$ cat config.mk
export PLATFORM = sky130hd
export DESIGN_NAME = asr_receiver
export DESIGN_NICKNAME = d
export VERILOG_FILES = /design/src/rtl/asr_pkg.sv /design/src/rtl/asr_receiver.sv /design/src/rtl/asr_baud_gen.sv /design/src/rtl/asr_rx_fifo.sv
export SDC_FILE = /design/constraint.sdc
export NUM_CORES = 1
export LEC_CHECK = 0
export ABC_AREA = 1
export CAP_MARGIN = 20
export CORE_ASPECT_RATIO = 1.4
export CORE_MARGIN = 4
export CORE_UTILIZATION = 50
export CTS_CLUSTER_SIZE = 14
export DETAILED_ROUTE_END_ITERATION = 8
export DONT_BUFFER_PORTS = 1
export GPL_TIMING_DRIVEN = 0
export HOLD_SLACK_MARGIN = 0.15
export PLACE_DENSITY = 0.65
export REMOVE_ABC_BUFFERS = 1
export SLEW_MARGIN = 20
export SYNTH_ARGS = -nofsm -noshare
export SYNTH_HDL_FRONTEND = slang
export SYNTH_HIERARCHICAL = 1
export SYNTH_SLANG_ARGS = --single-unit
$ cat constraint.sdc
create_clock -name core_clk -period 4.34 [get_ports core_clk]
set_input_delay 0.651 -clock core_clk [delete_from_list [all_inputs] [get_ports core_clk]]
set_output_delay 0.651 -clock core_clk [all_outputs]
set_load 0.1 [all_outputs]
$ cat src/rtl/asr_pkg.sv
// Purpose: Shared constants for the asynchronous serial receiver with address detect.
// Assumes: Registers sit one per 32-bit APB word at byte address four times their index.
// Notes: Bit positions are those of the 8-bit registers; upper data bits read as zero.
package asr_pkg;
   // Register indices and the APB address width.
   localparam logic [9:0] IDX_PERIPHERAL_IRQ_FLAGS = 10'h00C;
   localparam logic [9:0] IDX_RECEIVE_STATUS_CONTROL = 10'h018;
   localparam logic [9:0] IDX_RECEIVE_BUFFER = 10'h01A;
   localparam logic [9:0] IDX_PERIPHERAL_IRQ_ENABLES = 10'h08C;
   localparam logic [9:0] IDX_TRANSMIT_STATUS_CONTROL = 10'h098;
   localparam logic [9:0] IDX_BAUD_DIVISOR = 10'h099;
   localparam int ADDR_W = 12;

   // Field positions.
   localparam int BIT_BUFFER_FULL = 5;
   localparam int BIT_RX_IRQ_ENABLE = 5;
   localparam int BIT_SERIAL_PORT_ENABLE = 7;
   localparam int BIT_NINE_BIT_ENABLE = 6;
   localparam int BIT_SINGLE_RX_ENABLE = 5;
   localparam int BIT_CONT_RX_ENABLE = 4;
   localparam int BIT_ADDRESS_DETECT = 3;
   localparam int BIT_FRAMING_ERROR = 2;
   localparam int BIT_OVERRUN_ERROR = 1;
   localparam int BIT_NINTH_BIT = 0;
   localparam int BIT_CLOCKED_MODE = 4;
   localparam int BIT_HIGH_BAUD = 2;
   localparam int BIT_SHIFTER_EMPTY = 1;

   // Reset values and writable masks.
   localparam logic [7:0] RST_BYTE = 8'h00;
   localparam logic [7:0] RST_TRANSMIT_STATUS = 8'h02;
   localparam logic [7:0] RECEIVE_STATUS_CONTROL_WR_MASK = 8'hF8;
   localparam logic [7:0] TRANSMIT_STATUS_CONTROL_WR_MASK = 8'hF5;

   // Sampling geometry.
   localparam int SAMPLES_PER_BIT = 16;
   localparam logic [3:0] LAST_SAMPLE = 4'hF;
   localparam logic [3:0] MID_SAMPLE = 4'h7;
   localparam logic [3:0] BITS_EIGHT = 4'h8;
   localparam logic [3:0] BITS_NINE = 4'h9;
   localparam logic [1:0] LOW_SPEED_PRESCALE_MAX = 2'h3;
   localparam int FIFO_DEPTH = 2;
   localparam int ENTRY_W = 10;

   typedef enum logic [1:0] {
      ST_IDLE = 2'b00,
      ST_START = 2'b01,
      ST_DATA = 2'b10,
      ST_STOP = 2'b11
   } asr_state_e;
endpackage

$ cat src/rtl/asr_receiver.sv
// Purpose: Asynchronous serial receiver with 9-bit address detect, reached over APB.
// Assumes: Serial input is asynchronous to core_clk; sleep_mode comes from core_clk logic.
// Notes: Transmitter bits of the shared registers are stored only; no transmitter exists here.
// How it works
// - Sixteen-times oversampling recovery feeds bit-rate shifter.
// - Receive only while continuous receive enable set.
// - After stop bit, move word, set full flag.
// - Interrupt equals enable bit and buffer-full flag.
// - Full flag read-only, clears when buffer empty.
// - Receive buffer is a two-entry FIFO.
// - Full FIFO at stop bit sets overrun, drops.
// - Overrun clears only by toggling continuous enable.
// - Overrun blocks every transfer into the FIFO.
// - Stop bit sampled zero sets framing error.
// - Framing and ninth bit queued per entry.
// - Nine-bit enable accepts nine data bits.
// - Address detect enable gates nine-bit reception.
// - Receive status/control resets to zero; transmit status/control resets to 02h.
// - Start, eight/nine LSB-first data, one stop.
// - Baud clock is x16 or x64 bit rate.
// - Reception halts during sleep.
//
// Register access over APB is this design's own decision.
`timescale 1ns/100ps
`default_nettype none
module asr_receiver (
   // Clock and reset.
   input wire logic core_clk,
   input wire logic sys_rst,
   // APB slave.
   input wire logic psel,
   input wire logic penable,
   input wire logic pwrite,
   input wire logic [asr_pkg::ADDR_W-1:0] paddr,
   input wire logic [31:0] pwdata,
   output logic [31:0] prdata,
   output logic pready,
   output logic pslverr,
   // Serial line and system.
   input wire logic rx_pin,
   input wire logic sleep_mode,
   // Interrupt request toward the core.
   output logic receive_irq
);
   // Register decode.
   logic setup_phase;
   logic access_phase;
   logic [9:0] word_idx;
   logic aligned;
   logic hit_flags;
   logic hit_status;
   logic hit_buffer;
   logic hit_enables;
   logic hit_txstat;
   logic hit_divisor;
   logic mapped;
   logic wr_en;
   logic rd_buffer_done;

   // Software registers.
   logic [7:0] receive_status_control_ctl_ff;
   logic [7:0] pie_ff;
   logic [7:0] transmit_status_control_ff;
   logic [7:0] baud_divisor_ff;
   logic [31:0] prdata_ff;
   logic [31:0] nxt_prdata;
   logic pop_armed_ff;

   // Control bits.
   logic serial_port_enable;
   logic nine_bit_receive_enable;
   logic continuous_receive_enable;
   logic address_detect_enable;
   logic clocked_mode;
   logic high_baud_select;
   logic rx_run;

   // Pin synchroniser and filtered level.
   logic rx_s1_ff;
   logic rx_s2_ff;
   logic rx_s3_ff;
   logic rx_lvl_ff;
   logic rx_prev_ff;
   logic rx_fell;

   // Frame engine.
   asr_pkg::asr_state_e state_ff;
   asr_pkg::asr_state_e nxt_state;
   logic [3:0] tick_cnt_ff;
   logic [3:0] nxt_tick_cnt;
   logic [3:0] bit_cnt_ff;
   logic [3:0] nxt_bit_cnt;
   logic [8:0] receive_shift_register_ff;
   logic [8:0] nxt_shift;
   logic sample_tick;
   logic cell_end;
   logic word_done;
   logic [3:0] frame_bits;

   // Word disposition and status.
   logic [7:0] word_data;
   logic word_ninth;
   logic word_framing_error;
   logic word_wanted;
   logic overrun_error_ff;
   logic nxt_overrun;
   logic receive_buffer_full_flag_ff;
   logic receive_irq_ff;
   logic fifo_push;
   logic fifo_space;
   logic fifo_has_data;
   logic fifo_pop;
   logic [asr_pkg::ENTRY_W-1:0] fifo_head;
   logic [7:0] receive_buffer;
   logic framing_error;
   logic received_ninth_bit;
   logic [7:0] receive_status_control_view;
   logic [7:0] flags_view;
   logic [7:0] transmit_status_control_view;

   function automatic logic [31:0] byte_word(input logic [7:0] b);
      byte_word = {24'h000000, b};
   endfunction

   // APB decode.
   assign setup_phase = psel && !penable;
   assign access_phase = psel && penable;
   assign word_idx = paddr[asr_pkg::ADDR_W-1:2];
   assign aligned = (paddr[1:0] == 2'b00);
   assign hit_flags = aligned && (word_idx == asr_pkg::IDX_PERIPHERAL_IRQ_FLAGS);
   assign hit_status = aligned && (word_idx == asr_pkg::IDX_RECEIVE_STATUS_CONTROL);
   assign hit_buffer = aligned && (word_idx == asr_pkg::IDX_RECEIVE_BUFFER);
   assign hit_enables = aligned && (word_idx == asr_pkg::IDX_PERIPHERAL_IRQ_ENABLES);
   assign hit_txstat = aligned && (word_idx == asr_pkg::IDX_TRANSMIT_STATUS_CONTROL);
   assign hit_divisor = aligned && (word_idx == asr_pkg::IDX_BAUD_DIVISOR);
   assign mapped = hit_flags || hit_status || hit_buffer || hit_enables || hit_txstat || hit_divisor;
   assign pready = 1'b1;
   assign pslverr = access_phase && !mapped;
   assign wr_en = access_phase && pwrite && mapped;
   assign prdata = prdata_ff;

   // A read of the buffer pops only the word that was captured in the setup cycle.
   assign rd_buffer_done = access_phase && !pwrite && hit_buffer && pop_armed_ff;

   // Control fields.
   assign serial_port_enable = receive_status_control_ctl_ff[asr_pkg::BIT_SERIAL_PORT_ENABLE];
   assign nine_bit_receive_enable = receive_status_control_ctl_ff[asr_pkg::BIT_NINE_BIT_ENABLE];
   assign continuous_receive_enable = receive_status_control_ctl_ff[asr_pkg::BIT_CONT_RX_ENABLE];
   assign address_detect_enable = receive_status_control_ctl_ff[asr_pkg::BIT_ADDRESS_DETECT];
   assign clocked_mode = transmit_status_control_ff[asr_pkg::BIT_CLOCKED_MODE];
   assign high_baud_select = transmit_status_control_ff[asr_pkg::BIT_HIGH_BAUD];

   // Reception needs the port on, asynchronous mode, continuous enable and no sleep.
   assign rx_run = serial_port_enable && !clocked_mode && continuous_receive_enable && !sleep_mode;

   // Head of queue supplies the data and its own status bits.
   assign receive_buffer = fifo_has_data ? fifo_head[7:0] : asr_pkg::RST_BYTE;
   assign received_ninth_bit = fifo_has_data && fifo_head[8];
   assign framing_error = fifo_has_data && fifo_head[9];

   assign receive_status_control_view = (receive_status_control_ctl_ff & asr_pkg::RECEIVE_STATUS_CONTROL_WR_MASK)
                     | (8'(framing_error) << asr_pkg::BIT_FRAMING_ERROR)
                     | (8'(overrun_error_ff) << asr_pkg::BIT_OVERRUN_ERROR)
                     | (8'(received_ninth_bit) << asr_pkg::BIT_NINTH_BIT);
   assign flags_view = 8'(receive_buffer_full_flag_ff) << asr_pkg::BIT_BUFFER_FULL;
   // The shifter-empty bit belongs to the absent transmitter and reads as idle.
   assign transmit_status_control_view = (transmit_status_control_ff & asr_pkg::TRANSMIT_STATUS_CONTROL_WR_MASK)
                     | (8'h01 << asr_pkg::BIT_SHIFTER_EMPTY);

   assign nxt_prdata = !setup_phase || pwrite ? prdata_ff :
                       hit_flags ? byte_word(flags_view) :
                       hit_status ? byte_word(receive_status_control_view) :
                       hit_buffer ? byte_word(receive_buffer) :
                       hit_enables ? byte_word(pie_ff) :
                       hit_txstat ? byte_word(transmit_status_control_view) :
                       hit_divisor ? byte_word(baud_divisor_ff) : 32'h00000000;

   always_ff @(posedge core_clk or posedge sys_rst) begin
      if (sys_rst) begin
         prdata_ff <= 32'h00000000;
         pop_armed_ff <= 1'b0;
      end else begin
         prdata_ff <= nxt_prdata;
         if (setup_phase) begin
            pop_armed_ff <= fifo_has_data;
         end
      end
   end

   // Register writes; status bits and the buffer-full flag ignore software.
   always_ff @(posedge core_clk or posedge sys_rst) begin
      if (sys_rst) begin
         receive_status_control_ctl_ff <= asr_pkg::RST_BYTE;
         pie_ff <= asr_pkg::RST_BYTE;
         transmit_status_control_ff <= asr_pkg::RST_TRANSMIT_STATUS;
         baud_divisor_ff <= asr_pkg::RST_BYTE;
      end else if (wr_en) begin
         if (hit_status) begin
            receive_status_control_ctl_ff <= pwdata[7:0] & asr_pkg::RECEIVE_STATUS_CONTROL_WR_MASK;
         end
         if (hit_enables) begin
            pie_ff <= pwdata[7:0];
         end
         if (hit_txstat) begin
            transmit_status_control_ff <= pwdata[7:0] & asr_pkg::TRANSMIT_STATUS_CONTROL_WR_MASK;
         end
         if (hit_divisor) begin
            baud_divisor_ff <= pwdata[7:0];
         end
      end
   end

   // Three flops on the pin; the level moves only when the last two agree.
   always_ff @(posedge core_clk or posedge sys_rst) begin
      if (sys_rst) begin
         rx_s1_ff <= 1'b1;
         rx_s2_ff <= 1'b1;
         rx_s3_ff <= 1'b1;
         rx_lvl_ff <= 1'b1;
         rx_prev_ff <= 1'b1;
      end else begin
         rx_s1_ff <= rx_pin;
         rx_s2_ff <= rx_s1_ff;
         rx_s3_ff <= rx_s2_ff;
         if (rx_s2_ff == rx_s3_ff) begin
            rx_lvl_ff <= rx_s3_ff;
         end
         rx_prev_ff <= rx_lvl_ff;
      end
   end

   assign rx_fell = rx_prev_ff && !rx_lvl_ff;

   asr_baud_gen u_baud (
      .core_clk(core_clk),
      .sys_rst(sys_rst),
      .run(rx_run),
      .high_baud_select(high_baud_select),
      .baud_divisor(baud_divisor_ff),
      .sample_tick(sample_tick)
   );

   // Frame engine: sixteen ticks per cell, the shifter advancing once per cell.
   assign frame_bits = nine_bit_receive_enable ? asr_pkg::BITS_NINE : asr_pkg::BITS_EIGHT;
   assign cell_end = sample_tick && (tick_cnt_ff == asr_pkg::LAST_SAMPLE);
   assign word_done = (state_ff == asr_pkg::ST_STOP) && cell_end;

   always_comb begin
      nxt_state = state_ff;
      nxt_tick_cnt = tick_cnt_ff;
      nxt_bit_cnt = bit_cnt_ff;
      nxt_shift = receive_shift_register_ff;
      case (state_ff)
         asr_pkg::ST_IDLE: begin
            nxt_tick_cnt = 4'h0;
            if (rx_fell) begin
               nxt_state = asr_pkg::ST_START;
            end
         end
         asr_pkg::ST_START: begin
            if (sample_tick) begin
               nxt_tick_cnt = tick_cnt_ff + 4'h1;
               // A start bit that is high again at mid-cell was a glitch.
               if (tick_cnt_ff == asr_pkg::MID_SAMPLE) begin
                  nxt_tick_cnt = 4'h0;
                  nxt_bit_cnt = 4'h0;
                  nxt_state = rx_lvl_ff ? asr_pkg::ST_IDLE : asr_pkg::ST_DATA;
               end
            end
         end
         asr_pkg::ST_DATA: begin
            if (sample_tick) begin
               nxt_tick_cnt = tick_cnt_ff + 4'h1;
            end
            if (cell_end) begin
               nxt_shift = {rx_lvl_ff, receive_shift_register_ff[8:1]};
               nxt_bit_cnt = bit_cnt_ff + 4'h1;
               if (bit_cnt_ff + 4'h1 == frame_bits) begin
                  nxt_state = asr_pkg::ST_STOP;
               end
            end
         end
         asr_pkg::ST_STOP: begin
            if (sample_tick) begin
               nxt_tick_cnt = tick_cnt_ff + 4'h1;
            end
            if (cell_end) begin
               nxt_state = asr_pkg::ST_IDLE;
            end
         end
         default: begin
            nxt_state = asr_pkg::ST_IDLE;
         end
      endcase
      // Dropping enable, entering sleep or switching mode resets the receive logic.
      if (!rx_run) begin
         nxt_state = asr_pkg::ST_IDLE;
         nxt_tick_cnt = 4'h0;
         nxt_bit_cnt = 4'h0;
      end
   end

   always_ff @(posedge core_clk or posedge sys_rst) begin
      if (sys_rst) begin
         state_ff <= asr_pkg::ST_IDLE;
         tick_cnt_ff <= 4'h0;
         bit_cnt_ff <= 4'h0;
         receive_shift_register_ff <= 9'h000;
      end else begin
         state_ff <= nxt_state;
         tick_cnt_ff <= nxt_tick_cnt;
         bit_cnt_ff <= nxt_bit_cnt;
         receive_shift_register_ff <= nxt_shift;
      end
   end

   // In 8-bit frames the word sits one place high in the 9-bit shifter.
   assign word_data = nine_bit_receive_enable ? receive_shift_register_ff[7:0]
                                              : receive_shift_register_ff[8:1];
   assign word_ninth = nine_bit_receive_enable && receive_shift_register_ff[8];
   assign word_framing_error = !rx_lvl_ff;
   // Address words alone pass while detection is on in 9-bit mode.
   assign word_wanted = !(nine_bit_receive_enable && address_detect_enable) || word_ninth;
   assign fifo_push = word_done && word_wanted && !overrun_error_ff && fifo_space;

   // Overrun is set by a word that finds no room; only clearing continuous enable clears it.
   assign nxt_overrun = !continuous_receive_enable ? 1'b0 :
                        (word_done && word_wanted && !fifo_space) ? 1'b1 :
                        overrun_error_ff;

   assign fifo_pop = rd_buffer_done;

   asr_rx_fifo #(
      .WIDTH(asr_pkg::ENTRY_W),
      .DEPTH(asr_pkg::FIFO_DEPTH)
   ) u_fifo (
      .core_clk(core_clk),
      .sys_rst(sys_rst),
      .push_valid(fifo_push),
      .push_ready(fifo_space),
      .push_data({word_framing_error, word_ninth, word_data}),
      .pop_valid(fifo_has_data),
      .pop_ready(fifo_pop),
      .head_data(fifo_head)
   );

   // The flag follows FIFO occupancy one cycle late, so a push beside a pop keeps it set.
   always_ff @(posedge core_clk or posedge sys_rst) begin
      if (sys_rst) begin
         overrun_error_ff <= 1'b0;
         receive_buffer_full_flag_ff <= 1'b0;
         receive_irq_ff <= 1'b0;
      end else begin
         overrun_error_ff <= nxt_overrun;
         receive_buffer_full_flag_ff <= fifo_has_data;
         receive_irq_ff <= fifo_has_data && pie_ff[asr_pkg::BIT_RX_IRQ_ENABLE];
      end
   end

   assign receive_irq = receive_irq_ff;
endmodule
`default_nettype wire

$ cat src/rtl/asr_baud_gen.sv
// Purpose: Produces the sixteen-times bit-rate sample tick from the baud divisor.
// Assumes: Low speed divides the core clock by 64 per bit per divisor step, high speed by 16.
// Notes: The prescaler is held at zero and the divisor counter at baud_divisor while the receiver is stopped so the first tick is deterministic.
`timescale 1ns/100ps
`default_nettype none
module asr_baud_gen (
   // Clock and reset.
   input wire logic core_clk,
   input wire logic sys_rst,
   // Control.
   input wire logic run,
   input wire logic high_baud_select,
   input wire logic [7:0] baud_divisor,
   // Output.
   output logic sample_tick
);
   logic [1:0] pre_ff;
   logic [1:0] nxt_pre;
   logic [7:0] div_ff;
   logic [7:0] nxt_div;
   logic pre_wrap;
   logic div_wrap;

   assign pre_wrap = (pre_ff == 2'h0);
   assign div_wrap = (div_ff == 8'h00);
   assign sample_tick = run && pre_wrap && div_wrap;
   assign nxt_pre = !run ? 2'h0 :
                    pre_wrap ? (high_baud_select ? 2'h0 : asr_pkg::LOW_SPEED_PRESCALE_MAX) :
                    pre_ff - 2'h1;
   assign nxt_div = !run ? baud_divisor :
                    !pre_wrap ? div_ff :
                    div_wrap ? baud_divisor : div_ff - 8'h01;

   // The x64 or x16 bit clock is the divisor chain with or without the prescaler.
   always_ff @(posedge core_clk or posedge sys_rst) begin
      if (sys_rst) begin
         pre_ff <= 2'h0;
         div_ff <= 8'h00;
      end else begin
         pre_ff <= nxt_pre;
         div_ff <= nxt_div;
      end
   end
endmodule
`default_nettype wire

$ cat src/rtl/asr_rx_fifo.sv
// Purpose: Small receive FIFO holding data with its per-word status bits.
// Assumes: Push and pop may occur in the same cycle; a push into a full FIFO is refused.
// Notes: The head word is presented combinationally from the storage flops.
`timescale 1ns/100ps
`default_nettype none
module asr_rx_fifo #(
   parameter int WIDTH = asr_pkg::ENTRY_W,
   parameter int DEPTH = asr_pkg::FIFO_DEPTH
) (
   // Clock and reset.
   input wire logic core_clk,
   input wire logic sys_rst,
   // Fill side.
   input wire logic push_valid,
   output logic push_ready,
   input wire logic [WIDTH-1:0] push_data,
   // Drain side.
   output logic pop_valid,
   input wire logic pop_ready,
   output logic [WIDTH-1:0] head_data
);
   localparam int PW = $clog2(DEPTH);
   logic [WIDTH-1:0] mem_ff [DEPTH];
   logic [PW-1:0] rd_ff;
   logic [PW-1:0] wr_ff;
   logic [PW:0] cnt_ff;
   logic do_push;
   logic do_pop;

   function automatic logic [PW-1:0] ptr_inc(input logic [PW-1:0] p);
      ptr_inc = (p == PW'(DEPTH - 1)) ? '0 : p + PW'(1);
   endfunction

   assign push_ready = (cnt_ff != (PW+1)'(DEPTH));
   assign pop_valid = (cnt_ff != '0);
   assign do_push = push_valid && push_ready;
   assign do_pop = pop_ready && pop_valid;
   assign head_data = mem_ff[rd_ff];

   always_ff @(posedge core_clk or posedge sys_rst) begin
      if (sys_rst) begin
         rd_ff <= '0;
         wr_ff <= '0;
         cnt_ff <= '0;
      end else begin
         if (do_push) begin
            wr_ff <= ptr_inc(wr_ff);
         end
         if (do_pop) begin
            rd_ff <= ptr_inc(rd_ff);
         end
         cnt_ff <= cnt_ff + (PW+1)'(do_push) - (PW+1)'(do_pop);
      end
   end

   always_ff @(posedge core_clk) begin
      if (do_push) begin
         mem_ff[wr_ff] <= push_data;
      end
   end
endmodule
`default_nettype wire

# ---- Word level (Yosys, flattened, before mapping)
# Memory sizes are Yosys's and may differ from the RTL's.
# Cells that the tools add are included.
dict set report op_classes {
  mul 0
  n_addsub 8
  n_reduce_logical 64
  n_lt_le_gt_ge 0
  muxes 40
  div_mod_pow 0
  shift 0
  n_bitwise 3
  n_eq_ne 24
}
# op count
set ops {}
lappend ops {{$mux 8} 11}
lappend ops {{$logic_and 1x1->1} 33}
lappend ops {{$mux 4} 8}
lappend ops {{$eq 10x8->1 const B} 3}
lappend ops {{$ne 3x3->1 const B} 8}
lappend ops {{$mux 2} 11}
lappend ops {{$eq 10x5->1 const B} 2}
lappend ops {{$pmux 4 s3} 1}
lappend ops {{$reduce_and 2->1} 6}
lappend ops {{$eq 10x4->1 const B} 1}
lappend ops {{$logic_not 1->1} 10}
lappend ops {{$add 4x1->4 const B} 2}
lappend ops {{$logic_not 8->1} 1}
lappend ops {{$or 8x1->8} 1}
lappend ops {{$or 8x2->8} 1}
lappend ops {{$or 8x3->8} 1}
lappend ops {{$pmux 2 s4} 1}
lappend ops {{$pmux 4 s2} 1}
lappend ops {{$sub 8x1->8 const B} 1}
lappend ops {{$logic_or 1x1->1} 7}
lappend ops {{$mux 1} 7}
lappend ops {{$logic_not 2->1} 3}
lappend ops {{$reduce_and 6->1} 1}
lappend ops {{$eq 2x2->1 const B} 2}
lappend ops {{14 further kinds} 16}
dict set report word_totals {
  word_cells 163
  ram_bits 20
  regBits 102
  rom_bits 0
  inputBits 51
  out_inout_bits 35
  latch_bits 0
  n_memories 1
}
# memory words word_bits rd rd_ports_with_merged_regs write_ports line_no
set memory_table {}
lappend memory_table {u_fifo.mem_ff 2 10 1 0 1 asr_rx_fifo.sv:23} ;# logic [WIDTH-1:0] mem_ff [DEPTH];

# ---- Logic depth before layout (Yosys ltp)
dict set report logic_depth {
  depth_word 14
  ltp_mapped 20
  depth_no_buf 20
}

# ---- Modules after synthesis
# Netlist, hierarchy kept.
# module cells_per_inst area_per_inst_um2 instances
set by_module_without_submodules {}
lappend by_module_without_submodules {asr_receiver 470 3656.0 1}
lappend by_module_without_submodules {asr_rx_fifo 85 958.4 1}
lappend by_module_without_submodules {asr_baud_gen 112 716.9 1}

# ---- Worst setup path after synthesis
# No wires, ideal clock.
dict set report synth_path {
  path_kind {input port to output port}
  startpoint {input port paddr[8] (netlist bit)}
  endpoint {output port pslverr}
  path_stages 8
  n_path_buf 0
  t_required_ps 3689
  path_slack_ps 1168
  arrival_ps 2521
  cell_sequence {inv_1 -> nand2_2 -> nor2_8 -> nand3_1 -> nand2_1 -> nor2_2 -> nand2_4 -> nor2_1}
}
dict set report synth_between {
  elab_chain_len 9
  elab_cells_between_ends 19
  cone_classes {eq/ne (6); reduce/logical (13)}
}
# element line_no
set synth_rtl {}
lappend synth_rtl {{start: declaration} asr_receiver.sv:34} ;# input wire logic [asr_pkg::ADDR_W-1:0] paddr,
lappend synth_rtl {{$eq 10x4->1 / $eq 10x5->1 (equally long branches)} {asr_receiver.sv:130, asr_receiver.sv:131}}
lappend synth_rtl {{$logic_and 1x1->1, on equally long branches} {asr_receiver.sv:130, asr_receiver.sv:131}}
lappend synth_rtl {{$logic_or 1x1->1 (4 in series)} asr_receiver.sv:136} ;# assign mapped = hit_flags || hit_status || hit_buffer || hit_enables || hit_txstat || hit_divisor;
lappend synth_rtl {{$logic_or 1x1->1 (*)} asr_receiver.sv:136}
lappend synth_rtl {{$logic_not 1->1 (*)} asr_receiver.sv:138} ;# assign pslverr = access_phase && !mapped;
lappend synth_rtl {{$logic_and 1x1->1 (*)} asr_receiver.sv:138}
lappend synth_rtl {{end: declaration} asr_receiver.sv:38} ;# output logic pslverr,
# Every way passes the cells marked *; elsewhere a longest branch is shown, timed or not.

# ---- Worst setup path after layout
dict set report layout_path {
  startpoint {register transmit_status_control_ff[4]}
  endpoint {memory u_fifo/mem_ff[0][8] (netlist bit) (enable)}
}
dict set report layout_between {
  elab_chain_len 14
}
# element line_no
set layout_rtl {}
lappend layout_rtl {{start: declaration} asr_receiver.sv:63} ;# logic [7:0] transmit_status_control_ff;
lappend layout_rtl {{start signal: assignment} asr_receiver.sv:195} ;# transmit_status_control_ff <= asr_pkg::RST_TRANSMIT_STATUS;
lappend layout_rtl {{start signal: assignment} asr_receiver.sv:205} ;# transmit_status_control_ff <= pwdata[7:0] & asr_pkg::TRANSMIT_STATUS_CONTROL_WR_MASK;
lappend layout_rtl {{$logic_not 1->1} asr_receiver.sv:154} ;# assign rx_run = serial_port_enable && !clocked_mode && continuous_receive_enable && !sleep_mode;
lappend layout_rtl {{$logic_and 1x1->1 (3 in series)} asr_receiver.sv:154}
lappend layout_rtl {{via rx_run} asr_receiver.sv:76} ;# logic rx_run;
lappend layout_rtl {{$logic_and 1x1->1 (2 in series)} asr_baud_gen.sv:26} ;# assign sample_tick = run && pre_wrap && div_wrap;
lappend layout_rtl {{via sample_tick} asr_receiver.sv:95} ;# logic sample_tick;
lappend layout_rtl {{$logic_and 1x1->1} asr_receiver.sv:245} ;# assign cell_end = sample_tick && (tick_cnt_ff == asr_pkg::LAST_SAMPLE);
lappend layout_rtl {{$logic_and 1x1->1} asr_receiver.sv:246} ;# assign word_done = (state_ff == asr_pkg::ST_STOP) && cell_end;
lappend layout_rtl {{$logic_and 1x1->1 (3 in series)} asr_receiver.sv:324} ;# assign fifo_push = word_done && word_wanted && !overrun_error_ff && fifo_space;
lappend layout_rtl {{via fifo_push} asr_receiver.sv:109} ;# logic fifo_push;
lappend layout_rtl {{$logic_and 1x1->1} asr_rx_fifo.sv:36} ;# assign do_push = push_valid && push_ready;
lappend layout_rtl {{$mux 1} asr_rx_fifo.sv:57} ;# if (do_push) begin
lappend layout_rtl {{$mux 1 (not written as such)} asr_rx_fifo.sv:58} ;# mem_ff[wr_ff] <= push_data;
lappend layout_rtl {{end: declaration} asr_rx_fifo.sv:23}
# The timed path passes the listed nets, and every way through them passes these cells.

==> impl_metrics.py <==
metrics = {
    "status": {
        "status": "finished clean",
    },
    "clock_tree": {
        "post_cts_buffers": 0,
        "cts.sinks": 97,
        "cts_tree": "yes",
        "cts_max_level": 3,
        "clk_pin_slew_ns": 0.06,
        "cts_inserted_buffers": 9,
        "clock_latency_ns": 0.34,
        "cts_root_buffer": "clkbuf_16",
        "cts_buffer_depth": 2,
    },
    "yosys": {
        "synth_cells": 667,
        "synth_edf_count": 20,
        "ys_ff_latch": 97,
        "synthFlopType": "dfrtp_1",
        "synth_area_um2": 5330,
        "synth_top_area_share_pct": 33.8,
        "syn_area_per_cell_um2": 7.99,
        "yosys_warnings": 6,
        "synth_area_leader_cell": "dfrtp_1",
        "yosys-top-cells-area": "dfrtp_1, nand2_1, edfxtp_1",
        "synth_cell_types": 38,
        "ys_seq_area_share_pct": 47.5,
        "async_reset_ff_share_pct": 79.4,
    },
    "grt": {
        "grt_pass1_wl_mm": 18.1,
        "overflow": 0,
        "antenna_found_initial": 0,
        "grt_start_max_net_pins": 38,
        "grt.total_usage_pct": 19.0,
        "grt_pass1_vias": 3864,
    },
    "setup_path": {
        "reg2reg_to": "u_fifo/mem_ff[0][8]$_DFFE_PP_",
        "rr_startpoint": "transmit_status_control_ff[4]$_DFFE_PP0P_",
        "worstSetupPathType": "reg -> reg",
        "worstPathRequired_ns": 4.30,
        "crit_top_cell": "nor2_1",
        "critPathMaxFanout": 10,
        "cp-end-kind": "flip-flop",
        "r2r_setup_slack_ns": 0.65,
        "crit_path_top_delay_cell": "nor2_1",
        "max_stage_delay_ns": 0.64,
        "arrival_ns": 3.66,
        "reg2reg_depth": 11,
        "crit_chain": "nor2_1 > nand3_2 > clkinv_1 > inv_2 > nor3_1 > nand2_1 > nor2_1 > nand4_1 > nor3_1 > nand2_2 > nor2_1",
        "critPathLaunchType": "flip-flop",
    },
    "pwr": {
        "power_switching_uw": 457,
        "power_frac_clock_pct": 40.8,
        "switching_share_pct": 24.8,
        "power.density_nw_per_um2": 326,
        "combPwrFrac_pct": 8.4,
        "power_uw": 1850,
        "ir_worst_vdd_v": 0.000200,
        "p_int_uw": 1390,
        "seq_power_share_pct": 50.8,
        "leakagePower_uw": 0.00283,
    },
    "place": {
        "io_buffers": 0,
        "gp_congestion": 0.846,
        "place_hpwl_mm": 8.52,
    },
    "sta": {
        "worst_pin_slew_ns": 1.06,
        "skew_ns": 0.00771,
        "tns_ns": 0,
        "drv_slew": 0,
        "rsz0062_at_grt": "false",
        "fin_crit_sh_pct": 85.1,
        "post-route-min-period_ns": 3.69,
        "relSlewSlack_pct": 29.3,
        "fmax_ghz": 0.271,
        "hold_viol_final": 0,
        "setup_viol": 0,
    },
    "layout": {
        "fin_nets": 725,
        "regArea_um2": 2530,
        "n_fill_cell": 957,
        "synthToLayoutAreaGrowth_pct": 6.36,
        "post-route-util_pct": 54.5,
        "drive_gt1_share_pct": 11.6,
        "multi_input_area_um2": 2320,
        "n_antenna_cell": 0,
    },
    "hold_path": {
        "hp-class": "in -> async",
    },
    "floorplanning": {
        "core_area_um2": 10400,
        "die_w_um": 95.3,
        "die-height_um": 130,
        "dieArea_um2": 12400,
        "row_count": 44,
        "start_util_pct": 51.2,
        "ioPinCount": 86,
    },
    "drt": {
        "viasPerCell": 4.95,
        "ant_nets": 0,
        "drt_wl_total_mm": 11.0,
        "route.detailed.drc": 0,
        "avgRoutedWirePerCell_um": 13.5,
        "firstDrtPassIters": 4,
        "drt_iter0_markers": 220,
        "vias": 4015,
    },
    "job": {
        "maxCapViolCount": 0,
    },
}
repair_timing:
item / 4_1_cts / 5_1_grt
hold buffers: 1 / 0
resized for setup: 0 / 0
endpoints found under the hold margin: 4 / 0
sequential cells by signal (all words and copies together) (netlist names), 4 cells and up:
signal	cells
u_baud/div_ff	8
pie_ff	8
u_fifo/mem_ff	20
transmit_status_control_ff	6
receive_status_control_ctl_ff	5
receive_shift_register_ff	9
tick_cnt_ff	4
baud_divisor_ff	8
prdata	8
bit_cnt_ff	4
cell usage after synthesis (all sizes together) (4+ instances only):
cell,count
nor3,5
clkbuf,5
dfstp,5
buf,29
ha,5
o21ai,70
xor2,4
a21oi,14
nand3,48
nand4,4
edfxtp,20
inv,89
nor2,62
nand2,221
dfrtp,72
cell usage in the layout (no fill, tap or decap), types with 9 or more instances in the layout:
| master | count |
|---|---|
| nor2_1 | 43 |
| dfrtp_1 | 72 |
| o21ai_0 | 41 |
| o21ai_1 | 23 |
| nor2_2 | 9 |
| clkbuf_16 | 9 |
| inv_1 | 80 |
| edfxtp_1 | 20 |
| nand3_1 | 41 |
| conb_1 | 25 |
| a21oi_1 | 14 |
| nand2_1 | 206 |
| nand2_2 | 12 |
power groups by stage:
stage	registers (µW)	clock network, µW	logic, µW
final	938	754	155
after global routing	938	810	166
after CTS	938	774	156
after detailed placement	955	0	155
after global placement	955	0	151
after floorplan	954	0	140
worst max path at each step:
stage	start	endpoint	slack, ns
2_1_floorplan	paddr[8]	pslverr	1.17
3_3_place_gp	sleep_mode	u_fifo/mem_ff[0][8]$_DFFE_PP_	0.38
3_5_place_dp	sleep_mode	u_fifo/mem_ff[0][8]$_DFFE_PP_	0.35
4_1_cts	transmit_status_control_ff[4]$_DFFE_PP0P_	u_fifo/mem_ff[0][8]$_DFFE_PP_	0.54
5_1_grt	transmit_status_control_ff[4]$_DFFE_PP0P_	u_fifo/mem_ff[0][6]$_DFFE_PP_	0.27
6_report	transmit_status_control_ff[4]$_DFFE_PP0P_	u_fifo/mem_ff[0][8]$_DFFE_PP_	0.65
per-layer routing:
metal / global-route usage [%] / vias to the layer above / share of wire (%)
met1: 22.0 / 1868 / 41
li1: - / 2065 / -
met3: 3.46 / 22 / 3.5
met5: 0 / - / 0
met2: 34.3 / 60 / 53
met4: 7.22 / 0 / 2.2
per-stage QoR:
step / cell area [µm²] / hold WS, ns / instances / worst slack, ns
after floorplan: 5180 / 0.345 / 656 / 1.17
after detailed placement: 5380 / 0.349 / 795 / 0.347
after CTS: 5670 / 0.165 / 811 / 0.537
after global routing: 5670 / 0.184 / 811 / 0.268
final: 5670 / 0.166 / 811 / 0.648
after global placement: 5360 / 0.346 / 794 / 0.385
worst max-delay path, delay by kind of cell, from the launching register on:
family        cells  cell delay [ns]
flops             1             0.42
buf+inv           2             0.35
simple gates      9             2.56
logic make-up (layout without fill, tap and decap cells):
group,count (synthesis),after routing,share of synthesized area (%)
buffers and inverters,124,107,10.7
other,2,25,0.141
adders and majority gates,6,6,1.36
DFF,97,97,47.5
xor gates and xnor gates,6,6,0.986
and+or+nand+nor,342,342,30.0
AOI/OAI and AO/OA,90,90,9.32
layout make-up:
type                    instances  share of cell area, %
well taps                     138                   3.05
clock inverters                 4                  0.794
multi-input cells             469                   40.8
flip-flops and latches         97                   44.7
repair buffers                  2                  0.530
inverters                      90                   6.00
clock buffers                  11                   4.10
Note: power is estimated with default switching activity, not from simulation.
